## src/exc_regs.svh

```systemverilog
`ifndef EXC_REGS_SVH
`define EXC_REGS_SVH

// ----------------------------------------
// register offsets
// ----------------------------------------
`define OFS_MACHINE_STATE   8'h00
`define OFS_SAVED_RETURN    8'h04
`define OFS_SAVED_STATE     8'h08
`define OFS_FAULT_STATUS    8'h0C
`define OFS_CONTROL         8'h10
`define OFS_STATUS          8'h14

// ----------------------------------------
// reset values and masks
// ----------------------------------------
`define MACHINE_STATE_RESET 32'h0000_0040
`define CONTROL_RESET       3'h0
`define SAVE_COPY_MASK      32'h0000_FF73
`define ENTRY_CLEAR_MASK    32'h0004_EF33
`define WORD_ZERO           32'h0000_0000

// ----------------------------------------
// machine state bit positions
// ----------------------------------------
`define BIT_EXT_INT_ENABLE  15
`define BIT_INT_ENDIAN      16
`define BIT_PREFIX          6
`define BIT_DATA_XLATE      4
`define BIT_ENDIAN          0

// ----------------------------------------
// control bit positions
// ----------------------------------------
`define CTL_EXT_ACCESS      0
`define CTL_NO_DCACHE       1
`define CTL_WT_DCACHE       2

// ----------------------------------------
// vectors
// ----------------------------------------
`define BASE_LOW            32'h0000_0000
`define BASE_HIGH           32'hFFF0_0000
`define VEC_EXT_INT         32'h0000_0500
`define VEC_ALIGN           32'h0000_0600

// ----------------------------------------
// instruction and address fields
// ----------------------------------------
`define OPCODE_INDEXED      6'h1F
`define PAGE_MSB            11
`define SEG_LSB             28

`endif

```

## src/exc_pkg.sv

```systemverilog
package exc_pkg;

	typedef enum logic [2:0]
	{
		OP_ELEM   = 3'h0,
		OP_FLOAT  = 3'h1,
		OP_MULT   = 3'h2,
		OP_STRING = 3'h3,
		OP_RESV   = 3'h4,
		OP_EXTCTL = 3'h5,
		OP_DCBZ   = 3'h6
	} op_t;

	typedef enum logic [2:0]
	{
		ST_RUN   = 3'b001,
		ST_ENTER = 3'b010,
		ST_HOLD  = 3'b100
	} state_t;

	typedef struct packed
	{
		logic        valid;
		op_t         op;
		logic [31:0] addr;
		logic [7:0]  size;
		logic [31:0] instr;
		logic [31:0] pc;
		logic        write_through;
		logic        cache_inhibit;
		logic        direct_store;
		logic        bat_cross;
		logic        unmapped_cross;
	} access_req_t;

	typedef struct packed
	{
		logic        taken;
		logic        is_align;
		logic [31:0] vector;
		logic        go;
		logic        dsi;
		logic        dcbz_clear;
		logic [31:0] clear_addr;
	} exc_resp_t;

endpackage

```

## src/extint_alignment_exception_unit.sv

```systemverilog
// The implementer's own choices: the Wishbone interface to the registers and the address map.
`include "exc_regs.svh"

// Functional notes
// - defer interrupt on higher exception or disabled
// - entry never clears the outside request
// - interrupt saves next instruction address
// - interrupt vectors to 0x500 plus prefix base
// - entry rewrites machine state, endian from interrupt
// - alignment clears saved bits 1-4, 10-15
// - alignment copies listed machine state bits
// - alignment saves faulting instruction address
// - alignment vectors to 0x600 offset
// - alignment only when no higher exception
// - unaligned float access faults
// - little endian multiple/string always faults
// - optional unaligned cases trap here
// - misaligned external control with access off goes dsi
// - elementary/string protection crossing faults
// - multiple crossing segment or region faults
// - zeroing block faults on cache attributes
// - allowed block zeroing clears whole block
// - float to direct-store segment faults
// - segment, region, page, unmapped are domains
// - domains only with translation enabled
// - fault status from instruction fields
module extint_alignment_exception_unit
#(
	parameter int BLOCK_BYTES = 32
)
(
	input  wire logic                clock,
	input  wire logic                rst_n,
	input  wire logic                wb_cyc_i,
	input  wire logic                wb_stb_i,
	input  wire logic                wb_we_i,
	input  wire logic [7:0]          wb_adr_i,
	input  wire logic [3:0]          wb_sel_i,
	input  wire logic [31:0]         wb_dat_i,
	output logic      [31:0]         wb_dat_o,
	output logic                     wb_ack_o,
	input  wire logic                ext_int_req,
	input  wire logic                higher_exc,
	input  wire logic [31:0]         next_pc,
	input  wire exc_pkg::access_req_t access_req,
	output exc_pkg::exc_resp_t       resp,
	output logic      [31:0]         machine_state
);
	import exc_pkg::*;

	// ----------------------------------------
	// storage
	// ----------------------------------------
	state_t      state;
	logic [31:0] saved_return_address;
	logic [31:0] saved_machine_state;
	logic [31:0] data_fault_status;
	logic [2:0]  control;
	logic        wb_hit;
	logic        wb_wr;
	logic [31:0] next_rd;
	logic        take_int;
	logic        take_align;
	logic        take_dsi;
	logic        align_cond;
	logic        dsi_cond;
	logic        req_ok;
	logic [31:0] base;
	logic [31:0] entry_state;
	logic [31:0] saved_image;
	logic [31:0] last_byte;
	logic        page_cross;
	logic        seg_cross;
	logic        domain_cross;
	logic        word_mis;
	logic        little;

	// ----------------------------------------
	// helpers
	// ----------------------------------------
	function automatic logic [31:0] merge_bytes(input logic [31:0] old_v,
		input logic [31:0] new_v, input logic [3:0] sel);
		logic [31:0] r;
		r = old_v;
		for (int i = 0; i < 4; i++)
		begin
			if (sel[i])
			begin
				r[i*8 +: 8] = new_v[i*8 +: 8];
			end
		end
		return r;
	endfunction

	function automatic logic [31:0] fault_image(input logic [31:0] ins);
		logic [31:0] d;
		logic        idx;
		d = `WORD_ZERO;
		idx = (ins[31:26] == `OPCODE_INDEXED);
		d[16:15] = idx ? ins[2:1] : 2'h0;
		d[14] = idx ? ins[6] : ins[26];
		d[13:10] = idx ? ins[10:7] : ins[30:27];
		d[9:5] = ins[25:21];
		d[4:0] = ins[20:16];
		return d;
	endfunction

	function automatic logic wr_to(input logic [7:0] ofs, input logic wr,
		input logic [7:0] adr);
		return wr && (adr == ofs);
	endfunction

	// ----------------------------------------
	// alignment evaluation
	// ----------------------------------------
	always_comb
	begin
		little = machine_state[`BIT_ENDIAN];
		last_byte = access_req.addr + {24'h00_0000, access_req.size} - 32'h0000_0001;
		page_cross = (access_req.size != 8'h00) &&
			(last_byte[31:`PAGE_MSB+1] != access_req.addr[31:`PAGE_MSB+1]);
		seg_cross = (access_req.size != 8'h00) &&
			(last_byte[31:`SEG_LSB] != access_req.addr[31:`SEG_LSB]);
		domain_cross = machine_state[`BIT_DATA_XLATE] &&
			(page_cross || seg_cross || access_req.bat_cross
			|| access_req.unmapped_cross);
		word_mis = (access_req.addr[1:0] != 2'h0);
		align_cond = 1'b0;
		dsi_cond = 1'b0;
		case (access_req.op)
			OP_FLOAT:
			begin
				align_cond = word_mis || access_req.direct_store
					|| domain_cross;
			end
			OP_MULT:
			begin
				align_cond = little || word_mis
					|| (machine_state[`BIT_DATA_XLATE] &&
					(seg_cross || access_req.bat_cross));
			end
			OP_STRING:
			begin
				align_cond = little || domain_cross;
			end
			OP_RESV:
			begin
				align_cond = word_mis || domain_cross;
			end
			OP_EXTCTL:
			begin
				dsi_cond = word_mis && !control[`CTL_EXT_ACCESS];
				align_cond = (word_mis && control[`CTL_EXT_ACCESS])
					|| domain_cross;
			end
			OP_DCBZ:
			begin
				align_cond = access_req.write_through || access_req.cache_inhibit
					|| control[`CTL_NO_DCACHE] || control[`CTL_WT_DCACHE];
			end
			OP_ELEM:
			begin
				align_cond = domain_cross;
			end
			default:
			begin
				align_cond = 1'b0;
			end
		endcase
	end

	// ----------------------------------------
	// exception selection
	// ----------------------------------------
	always_comb
	begin
		req_ok = (state == ST_RUN) && access_req.valid && !higher_exc;
		take_align = req_ok && align_cond;
		take_dsi = req_ok && !align_cond && dsi_cond;
		take_int = (state == ST_RUN) && !higher_exc && !take_align && !take_dsi
			&& ext_int_req
			&& machine_state[`BIT_EXT_INT_ENABLE];
		base = machine_state[`BIT_PREFIX] ? `BASE_HIGH : `BASE_LOW;
		entry_state = machine_state & ~`ENTRY_CLEAR_MASK;
		entry_state[`BIT_ENDIAN] = machine_state[`BIT_INT_ENDIAN];
		saved_image = machine_state & `SAVE_COPY_MASK;
	end

	// ----------------------------------------
	// sequencing
	// ----------------------------------------
	always_ff @(posedge clock or negedge rst_n)
	begin
		if (!rst_n)
		begin
			state <= ST_RUN;
		end
		else
		begin
			case (state)
				ST_RUN:
				begin
					if (take_int || take_align)
					begin
						state <= ST_ENTER;
					end
				end
				ST_ENTER:
				begin
					state <= ST_HOLD;
				end
				ST_HOLD:
				begin
					state <= ST_RUN;
				end
				default:
				begin
					state <= ST_RUN;
				end
			endcase
		end
	end

	// ----------------------------------------
	// bus slave
	// ----------------------------------------
	assign wb_hit = wb_cyc_i && wb_stb_i && !wb_ack_o;
	assign wb_wr = wb_hit && wb_we_i;

	always_comb
	begin
		case (wb_adr_i)
			`OFS_MACHINE_STATE: next_rd = machine_state;
			`OFS_SAVED_RETURN:  next_rd = saved_return_address;
			`OFS_SAVED_STATE:   next_rd = saved_machine_state;
			`OFS_FAULT_STATUS:  next_rd = data_fault_status;
			`OFS_CONTROL:       next_rd = {29'h0, control};
			`OFS_STATUS:        next_rd = {29'h0, state};
			default:            next_rd = `WORD_ZERO;
		endcase
	end

	always_ff @(posedge clock or negedge rst_n)
	begin
		if (!rst_n)
		begin
			wb_ack_o <= 1'b0;
			wb_dat_o <= `WORD_ZERO;
		end
		else
		begin
			wb_ack_o <= wb_hit;
			wb_dat_o <= wb_hit ? next_rd : `WORD_ZERO;
		end
	end

	always_ff @(posedge clock or negedge rst_n)
	begin
		if (!rst_n)
		begin
			control <= `CONTROL_RESET;
		end
		else if (wr_to(`OFS_CONTROL, wb_wr, wb_adr_i) && wb_sel_i[0])
		begin
			control <= wb_dat_i[2:0];
		end
	end

	// ----------------------------------------
	// machine state
	// ----------------------------------------
	always_ff @(posedge clock or negedge rst_n)
	begin
		if (!rst_n)
		begin
			machine_state <= `MACHINE_STATE_RESET;
		end
		else if (take_int || take_align)
		begin
			machine_state <= entry_state;
		end
		else if (wr_to(`OFS_MACHINE_STATE, wb_wr, wb_adr_i))
		begin
			machine_state <= merge_bytes(machine_state, wb_dat_i, wb_sel_i);
		end
	end

	// ----------------------------------------
	// save/restore registers
	// ----------------------------------------
	always_ff @(posedge clock or negedge rst_n)
	begin
		if (!rst_n)
		begin
			saved_return_address <= `WORD_ZERO;
		end
		else if (take_align)
		begin
			saved_return_address <= access_req.pc;
		end
		else if (take_int)
		begin
			saved_return_address <= next_pc;
		end
		else if (wr_to(`OFS_SAVED_RETURN, wb_wr, wb_adr_i))
		begin
			saved_return_address <= merge_bytes(saved_return_address, wb_dat_i,
				wb_sel_i);
		end
	end

	always_ff @(posedge clock or negedge rst_n)
	begin
		if (!rst_n)
		begin
			saved_machine_state <= `WORD_ZERO;
		end
		else if (take_int || take_align)
		begin
			saved_machine_state <= saved_image;
		end
		else if (wr_to(`OFS_SAVED_STATE, wb_wr, wb_adr_i))
		begin
			saved_machine_state <= merge_bytes(saved_machine_state, wb_dat_i,
				wb_sel_i);
		end
	end

	always_ff @(posedge clock or negedge rst_n)
	begin
		if (!rst_n)
		begin
			data_fault_status <= `WORD_ZERO;
		end
		else if (take_align)
		begin
			data_fault_status <= fault_image(access_req.instr);
		end
		else if (wr_to(`OFS_FAULT_STATUS, wb_wr, wb_adr_i))
		begin
			data_fault_status <= merge_bytes(data_fault_status, wb_dat_i,
				wb_sel_i);
		end
	end

	// ----------------------------------------
	// response to pipeline
	// ----------------------------------------
	always_ff @(posedge clock or negedge rst_n)
	begin
		if (!rst_n)
		begin
			resp <= '0;
		end
		else
		begin
			resp.taken <= take_int || take_align;
			resp.is_align <= take_align;
			resp.vector <= take_align ? base + `VEC_ALIGN
				: (take_int ? base + `VEC_EXT_INT : `WORD_ZERO);
			resp.go <= req_ok && !align_cond && !dsi_cond;
			resp.dsi <= take_dsi;
			resp.dcbz_clear <= req_ok && !align_cond
				&& (access_req.op == OP_DCBZ);
			resp.clear_addr <= access_req.addr
				& ~(BLOCK_BYTES[31:0] - 32'h0000_0001);
		end
	end

	// the outside request is only sampled, never acknowledged here

endmodule

```

## config.mk

```make
export PLATFORM = sky130hd
export DESIGN_NAME = extint_alignment_exception_unit
export DESIGN_NICKNAME = d
export VERILOG_FILES = /design/src/exc_pkg.sv /design/src/extint_alignment_exception_unit.sv
export VERILOG_INCLUDE_DIRS = /design/src /design/src/src
export SDC_FILE = /design/constraint.sdc
export NUM_CORES = 1
export LEC_CHECK = 0
export ABC_AREA = 1
export BUFFER_PORTS_ARGS = -buffer_cell sky130_fd_sc_hd__buf_2
export CAP_MARGIN = 20
export CORE_ASPECT_RATIO = 0.9
export CORE_MARGIN = 4
export CORE_UTILIZATION = 43
export CTS_BUF_LIST = sky130_fd_sc_hd__clkbuf_16
export DETAILED_ROUTE_END_ITERATION = 8
export GPL_TIMING_DRIVEN = 0
export HOLD_SLACK_MARGIN = 0.05
export PLACE_DENSITY_LB_ADDON = 0.05
export SETUP_SLACK_MARGIN = 0.15
export SLEW_MARGIN = 20
export SYNTH_ARGS = -nofsm -noshare
export SYNTH_HDL_FRONTEND = slang
export SYNTH_SLANG_ARGS = --single-unit
export TNS_END_PERCENT = 20
```

## constraint.sdc

```tcl
create_clock -name clock -period 4 [get_ports clock]
set_input_delay 0.8 -clock clock [delete_from_list [all_inputs] [get_ports clock]]
set_output_delay 0.8 -clock clock [all_outputs]
set_load 0.01 [all_outputs]
```

==> impl_metrics.tcl, run 1 <==
set metrics [dict create \
    status "finished clean" \
    syn-instance-count 1710 \
    tightest_slew_ns 0.9975 \
    critPathLaunchType "input pin" \
    syn_to_final_growth_pct 37.70 \
    dpl.hpwl_um 35530 \
    p_clk_share_pct 37.3 \
    antenna_found_initial 4 \
    place_congestion 0.9201 \
    avgSynthCellArea_um2 7.142 \
    maxSlewViolCount 0 \
    clkSinkCount 201 \
    fin_crit_sh_pct 97.06 \
    grtUsageTotal_pct 28.75 \
    ctsHoldBuffers 0 \
    cts_buffer_depth 3 \
    grt_max_degree 76 \
    reg2reg_slack_ns 1.10 \
    cp.arrival_ns 4.30 \
    fp.dieH_um 167.9 \
    grt_first_pass_wirelength_um 69690 \
    endpoint_kind "flip-flop" \
    finClkSkew_ns 0.009582 \
    via_count 13050 \
    synth.top_cell.area_share_pct 40.77 \
    synth_largest_area_cell "dfrtp_1" \
    ys_types 45 \
    worstSetupPathDepth 31 \
    htree_levels 1 \
    clock_latency_ns 0.53 \
    pwr-share-comb_pct 23.0 \
    clk_pin_slew_ns 0.06 \
    synth_flop_cell "dfrtp_1" \
    hold_viol_final 0 \
    grt_pass1_vias 12080 \
    die_w_um 185.6 \
    rows 58 \
    reg2reg_depth 9 \
    p_leak_nw 8.648 \
    seq_power_share_pct 39.7 \
    dieArea_mm2 0.03117 \
    cp_max_fo 6 \
    drc 0 \
    finalSetupTns_ns 0 \
    routedWlPerCell_um 19.34 \
    antenna_left 0 \
    synth-edff-count 0 \
    start_util_pct 43.71 \
    layout_setup_ws_ns 0.1175 \
    wirelength_um 47600 \
    multiInputGateArea_mm2 0.007093 \
    dp_slack_ns -1.653 \
    drive_gt1_share_pct 33.08 \
    layout.nets 2312 \
    ys_warn_count 0 \
    switching_share_pct 31.68 \
    cts_buffers 25 \
    cap_violations 0 \
    syn_area_mm2 0.01221 \
    maxSlewHeadroom_pct 32.99 \
    p_per_area_mw_per_mm2 375.7 \
    vdd_ir_drop_max_mv 0.3109 \
    critPathBufInv 7 \
    seq_area_frac_synth_pct 41.20 \
    cpMaxStageDelayCell "ha_4" \
    crit_required_ns 4.42 \
    ys_ff_latch 201 \
    rsz0062_at_grt "yes" \
    synth_area_leaders "dfrtp_1 41%, nand2_1 20%, inv_1 6.4%" \
    power_switching_mw 2.001 \
    drtIter0Drc 1087 \
    hold_class "in2async" \
    fmax_mhz 257.6 \
    clockRootBuffer "clkbuf_16" \
    r2r-end "machine_state[5]" \
    top_level_ports 330 \
    setup_viol 0 \
    worst-setup-path-type "in2reg" \
    p_int_mw 4.316 \
    register_area_mm2 0.005032 \
    critPathMaxStageDelay_ns 0.27 \
    core_mm2 0.02794 \
    portBuffers 298 \
    ys_async_sr_fraction_pct 100.0 \
    cpLargestDelayFamily "simple AND/OR/NAND/NOR gates" \
    finalCriticalPeriod_ns 3.883 \
    cts_tree "built" \
    post-route-util_pct 60.19 \
    grt_overflow 0 \
    crit_top_cell "nand2_2" \
    r2r_start "wb_ack_o" \
    dr.pass1.iters 7 \
    fillers 2697 \
    routed_via_density 5.302 \
]
## synth_stat cells (2+ instances only)
library cell and n:
a31oi_1 14, clkinv_1 2, buf_6 2, a22oi_1 7, dfrtp_1 199, buf_4 40
inv_1 208, o211ai_1 36, a21o_1 3, nand3_1 129, nor2_2 3, buf_2 10
a21oi_1 50, nor2_1 95, ha_1 36, nor4_1 3, nor3_1 14, dfstp_2 2
nand4_1 41, o21ai_0 31, inv_2 3, a41oi_1 24, o21a_1 2, xor2_1 8
nand3_2 3, nand2_1 649, o21ai_1 11, nand3b_1 4, buf_1 4, a221oi_1 3
o21bai_1 3, o31ai_1 8, xnor2_1 7, clkbuf_1 37, o21ai_2 9
## worst max-delay path by stage
stage,endpoint,slack [ns],startpoint
finish,machine_state[29],0.12,access_req[71]
global route,machine_state[29],-0.1,access_req[79]
CTS,machine_state[2],0.13,access_req[74]
detailed placement,machine_state[15],-1.65,access_req[75]
global placement,machine_state[13],-1.61,access_req[76]
floorplan,machine_state[21],0.15,access_req[76]
## cell usage in the layout, fill, tap and decap left out, types with 36 or more instances in the layout
cell type	n
buf_2	291
o211ai_1	36
inv_1	179
buf_4	50
nand2_1	538
dfrtp_1	199
nor2_1	64
nand4_1	41
nand2_2	92
nand3_1	117
## power by group through the flow
stage | clock (mW) | combinational (mW) | sequential [mW]
CTS | 2.38 | 1.24 | 2.49
finish | 2.36 | 1.45 | 2.51
detailed placement | 0 | 1.16 | 2.53
global route | 2.46 | 1.61 | 2.54
floorplan | 0 | 0.744 | 2.49
global placement | 0 | 1.14 | 2.52
## through the flow
stage / total power [mW] / area, um2 / std cells / hold slack, ns
global placement: 3.657 / 14230 / 2389 / 0.4331
global route: 6.606 / 16820 / 2461 / 0.2404
detailed placement: 3.687 / 14300 / 2391 / 0.4424
CTS: 6.107 / 15620 / 2445 / 0.2252
floorplan: 3.231 / 12290 / 1731 / 0.4196
finish: 6.317 / 16820 / 2461 / 0.2147
## registers in the layout, indices dropped and copies added (netlist names)
signal / count
control: 3
data_fault_status: 32
machine_state: 32
resp: 34
saved_machine_state: 32
saved_return_address: 32
state: 3
wb_ack_o: 1
wb_dat_o: 32
## routing by layer
| layer | GRT usage, % | vias to the layer above | routed length (um) |
|---|---|---|---|
| met4 | 8.331 | 2 | 1392 |
| met5 | 0.3200 | - | 14 |
| met2 | 39.98 | 638 | 19660 |
| li1 | - | 6236 | - |
| met1 | 42.88 | 6081 | 21450 |
| met3 | 9.052 | 90 | 5092 |
## final cells by class
type | count | area share (%)
diodes | 3 | 0.04464
plain buffers | 93 | 4.151
clock buffers | 25 | 3.720
clock inverters | 20 | 1.280
inverters | 213 | 4.933
multi-input cells | 1224 | 42.18
flip-flops and latches | 201 | 29.92
well taps | 360 | 2.678
repair buffers | 322 | 11.09
## cells by family after synthesis
group                    after synthesis  synth area share (%)
multiplexers                           1               0.09220
AO/OA/AOI/OAI                        206                 11.09
other                                  1               0.03071
XOR/XNOR                              16                 1.260
buffers and inverters                306                 10.86
adder cells (fa/ha/maj)               36                 3.688
AND/OR/NAND/NOR                      943                 31.78
flip-flops                           201                 41.20
## repair_timing
action | CTS | global route
setup endpoints to repair | 135 | 134
setup buffers | 8 | 11
pin swaps | 19 | 161
resized for setup | 108 | 297
cloned | 1 | 2
## worst reg2reg max path, cell delays in order, from the launching register on
cell,delay [ns]
dfrtp_1,0.37
nand3b_1,0.15
inv_1,0.09
nand2_1,0.12
nor2_1,0.71
inv_1,0.27
nor2_1,0.64
nor2_1,0.24
nand2_1,0.10
o21ai_0,0.08
No activity file was read; power rests on OpenSTA's default activity.
==> inputs of run 2 (changes only) <==
Settings changed: ABC_AREA 1 to 0, GPL_TIMING_DRIVEN 0 to unset, PLACE_DENSITY set to 0.79, PLACE_DENSITY_LB_ADDON 0.05 to unset.
==> run 2 against run 1 <==
Against the previous run:
- the run now ends with setup timing left
- setup slack worse by 0.31 ns
- hold slack better by 0.16 ns
- via count down 6.2%
- flip-flop and latch count unchanged
- critical path type unchanged
==> impl_metrics.tcl, run 2 <==
set metrics [dict create \
    status "finished with violations" \
    fillers 2041 \
    synth_flop_cell "dfrtp_1" \
    fmax_mhz 238.4 \
    routedWlPerCell_um 22.46 \
    fin_crit_sh_pct 104.9 \
    cts_buffer_depth 3 \
    rows 56 \
    via_count 12240 \
    register_area_mm2 0.005032 \
    fp.dieH_um 163.7 \
    cts_buffers 23 \
    dr.pass1.iters 6 \
    syn_area_mm2 0.01158 \
    r2r_start "state[0]" \
    reg2reg_depth 7 \
    ctsHoldBuffers 0 \
    portBuffers 298 \
    syn_to_final_growth_pct 47.16 \
    clockRootBuffer "clkbuf_16" \
    maxSlewHeadroom_pct 21.39 \
    endpoint_kind "flip-flop" \
    reg2reg_slack_ns 0.55 \
    multiInputGateArea_mm2 0.007077 \
    top_level_ports 330 \
    critPathLaunchType "input pin" \
    antenna_left 0 \
    dieArea_mm2 0.02963 \
    clk_pin_slew_ns 0.07 \
    mostFrequentLayoutCells "294 x buf_2, 199 x dfrtp_1, 177 x buf_4" \
    ys_types 69 \
    wirelength_um 46030 \
    die_w_um 181.0 \
    layout.nets 1911 \
    clock_latency_ns 0.54 \
    clkSinkCount 201 \
    routed_via_density 5.973 \
    place_congestion 0.9818 \
    layout_commonest_cell "buf_2" \
    finalCriticalPeriod_ns 4.195 \
    setup_viol 48 \
    largest_reg_flops 34 \
    ys_warn_count 0 \
    crit_required_ns 4.42 \
    seq_area_frac_synth_pct 43.45 \
    synth-edff-count 0 \
    grtUsageTotal_pct 28.18 \
    core_mm2 0.02628 \
    cp_max_fo 5 \
    synth_area_leaders "dfrtp_1 43%, mux2i_1 6.7%, a22oi_1 4.2%" \
    grt_overflow 0 \
    rsz0062_at_grt "yes" \
    drive_gt1_share_pct 42.54 \
    antenna_found_initial 8 \
    layout_setup_ws_ns -0.1953 \
    cts_tree "built" \
    drtIter0Drc 1081 \
    hold_viol_final 0 \
    violations "setup timing" \
    synth.most_common_cell "dfrtp_1" \
    cap_violations 0 \
    avgSynthCellArea_um2 9.416 \
    synth_largest_area_cell "dfrtp_1" \
    hold_class "in2async" \
    p_per_area_mw_per_mm2 331.1 \
    ys_top_cells_by_count "199 x dfrtp_1, 118 x nor2_1, 101 x nand2_1" \
    syn-instance-count 1230 \
    drc 0 \
    top_register "resp" \
    dp_slack_ns -0.8297 \
    grt_pass1_vias 12230 \
    ys_async_sr_fraction_pct 100.0 \
    grt_first_pass_wirelength_um 67090 \
    cp.arrival_ns 4.62 \
    dpl.hpwl_um 30200 \
    r2r-end "saved_return_address[30]" \
    finClkSkew_ns 0.02679 \
    vdd_ir_drop_max_mv 0.2744 \
    ys_ff_latch 201 \
    worst-setup-path-type "in2reg" \
    postLayoutCellArea_mm2 0.01704 \
    start_util_pct 44.08 \
    maxSlewViolCount 0 \
    fin_total_pwr_mw 5.642 \
    p_leak_nw 7.824 \
    tightest_slew_ns 1.179 \
    grt_max_degree 109 \
    synth.top_cell.area_share_pct 43.00 \
    htree_levels 1 \
    dpl_cell_area_mm2 0.01466 \
]
## run 2: power breakdown
group          switching [mW]  internal (mW)  leakage [nW]
Clock                   0.902           1.12         0.375
Sequential             0.0992           2.19          2.66
Combinational           0.693          0.642          4.79
## run 2: critical path, stage by stage
cell and delay, ns:
buf_2 0.09, inv_1 0.04, ha_1 0.27, inv_1 0.05
ha_1 0.30, nand2_2 0.07, a21oi_2 0.17, o2111ai_2 0.19
a311oi_4 0.41, o211ai_1 0.16, or4_1 0.41, o21a_1 0.16
buf_4 0.15, buf_6 0.11, o21a_4 0.20, o211a_4 0.28
buf_12 0.15, buf_16 0.15, nor4b_4 0.34, o41ai_4 0.11
## run 2: worst max-delay path by stage
stage	slack (ns)	start	to	cells after the start
floorplan	-0.31	access_req[72]	machine_state[24]	17
global placement	-0.77	access_req[72]	machine_state[25]	18
detailed placement	-0.83	access_req[72]	saved_return_address[25]	18
CTS	-0.12	access_req[72]	machine_state[26]	18
global route	-0.32	access_req[75]	saved_return_address[15]	20
finish	-0.20	access_req[83]	saved_return_address[15]	20
## run 2: per-layer routing
layer / share of wire, % / up-vias / GRT usage, %
met3: 9.8 / 162 / 5.337
met5: 0.046 / - / 0
li1: - / 5374 / -
met1: 40 / 5890 / 38.16
met2: 46 / 808 / 45.12
met4: 4.1 / 4 / 11.26
## run 2: area by class of cell
class / instances / area share [%]
sequential: 201 / 29.53
inverter: 60 / 1.439
multi-input combinational: 887 / 41.52
antenna: 6 / 0.08810
clock inverter: 18 / 0.7342
timing repair buffer: 506 / 20.75
clock buffer: 23 / 3.377
tap: 348 / 2.555
## run 2: cell families (layout without fill, tap and decap cells)
group                      count (synthesis)  count (layout)  synth area share [%]
muxes                                    103             103                 9.432
xor gates and xnor gates                  21              21                 1.588
AOI/OAI and AO/OA                        343             343                 19.62
DFF                                      201             201                 43.45
buffers and inverters                    163             607                 6.450
adders and majority gates                 36              36                 3.889
other                                      1              28               0.03238
and+or+nand+nor                          362             362                 15.54
## run 2: through the flow
step,util [%],hold WS (ns),cells,setup TNS (ns)
after floorplan,-,0.4425,1251,-6.316
after global placement,55.78,0.4596,1975,-65.34
after detailed placement,55.78,0.4969,1975,-71.56
after CTS,62.48,0.3609,2035,-1.375
after global routing,64.85,0.3691,2048,-13.90
final,64.86,0.3788,2049,-3.904
## run 2: what timing repair did
item | in CTS | in global routing
pin swaps | 47 | 25
setup buffers | 10 | 3
hold endpoints to repair | 0 | 0
cloned | 9 | 5
gates resized for setup | 144 | 98
setup endpoints to repair | 105 | 136
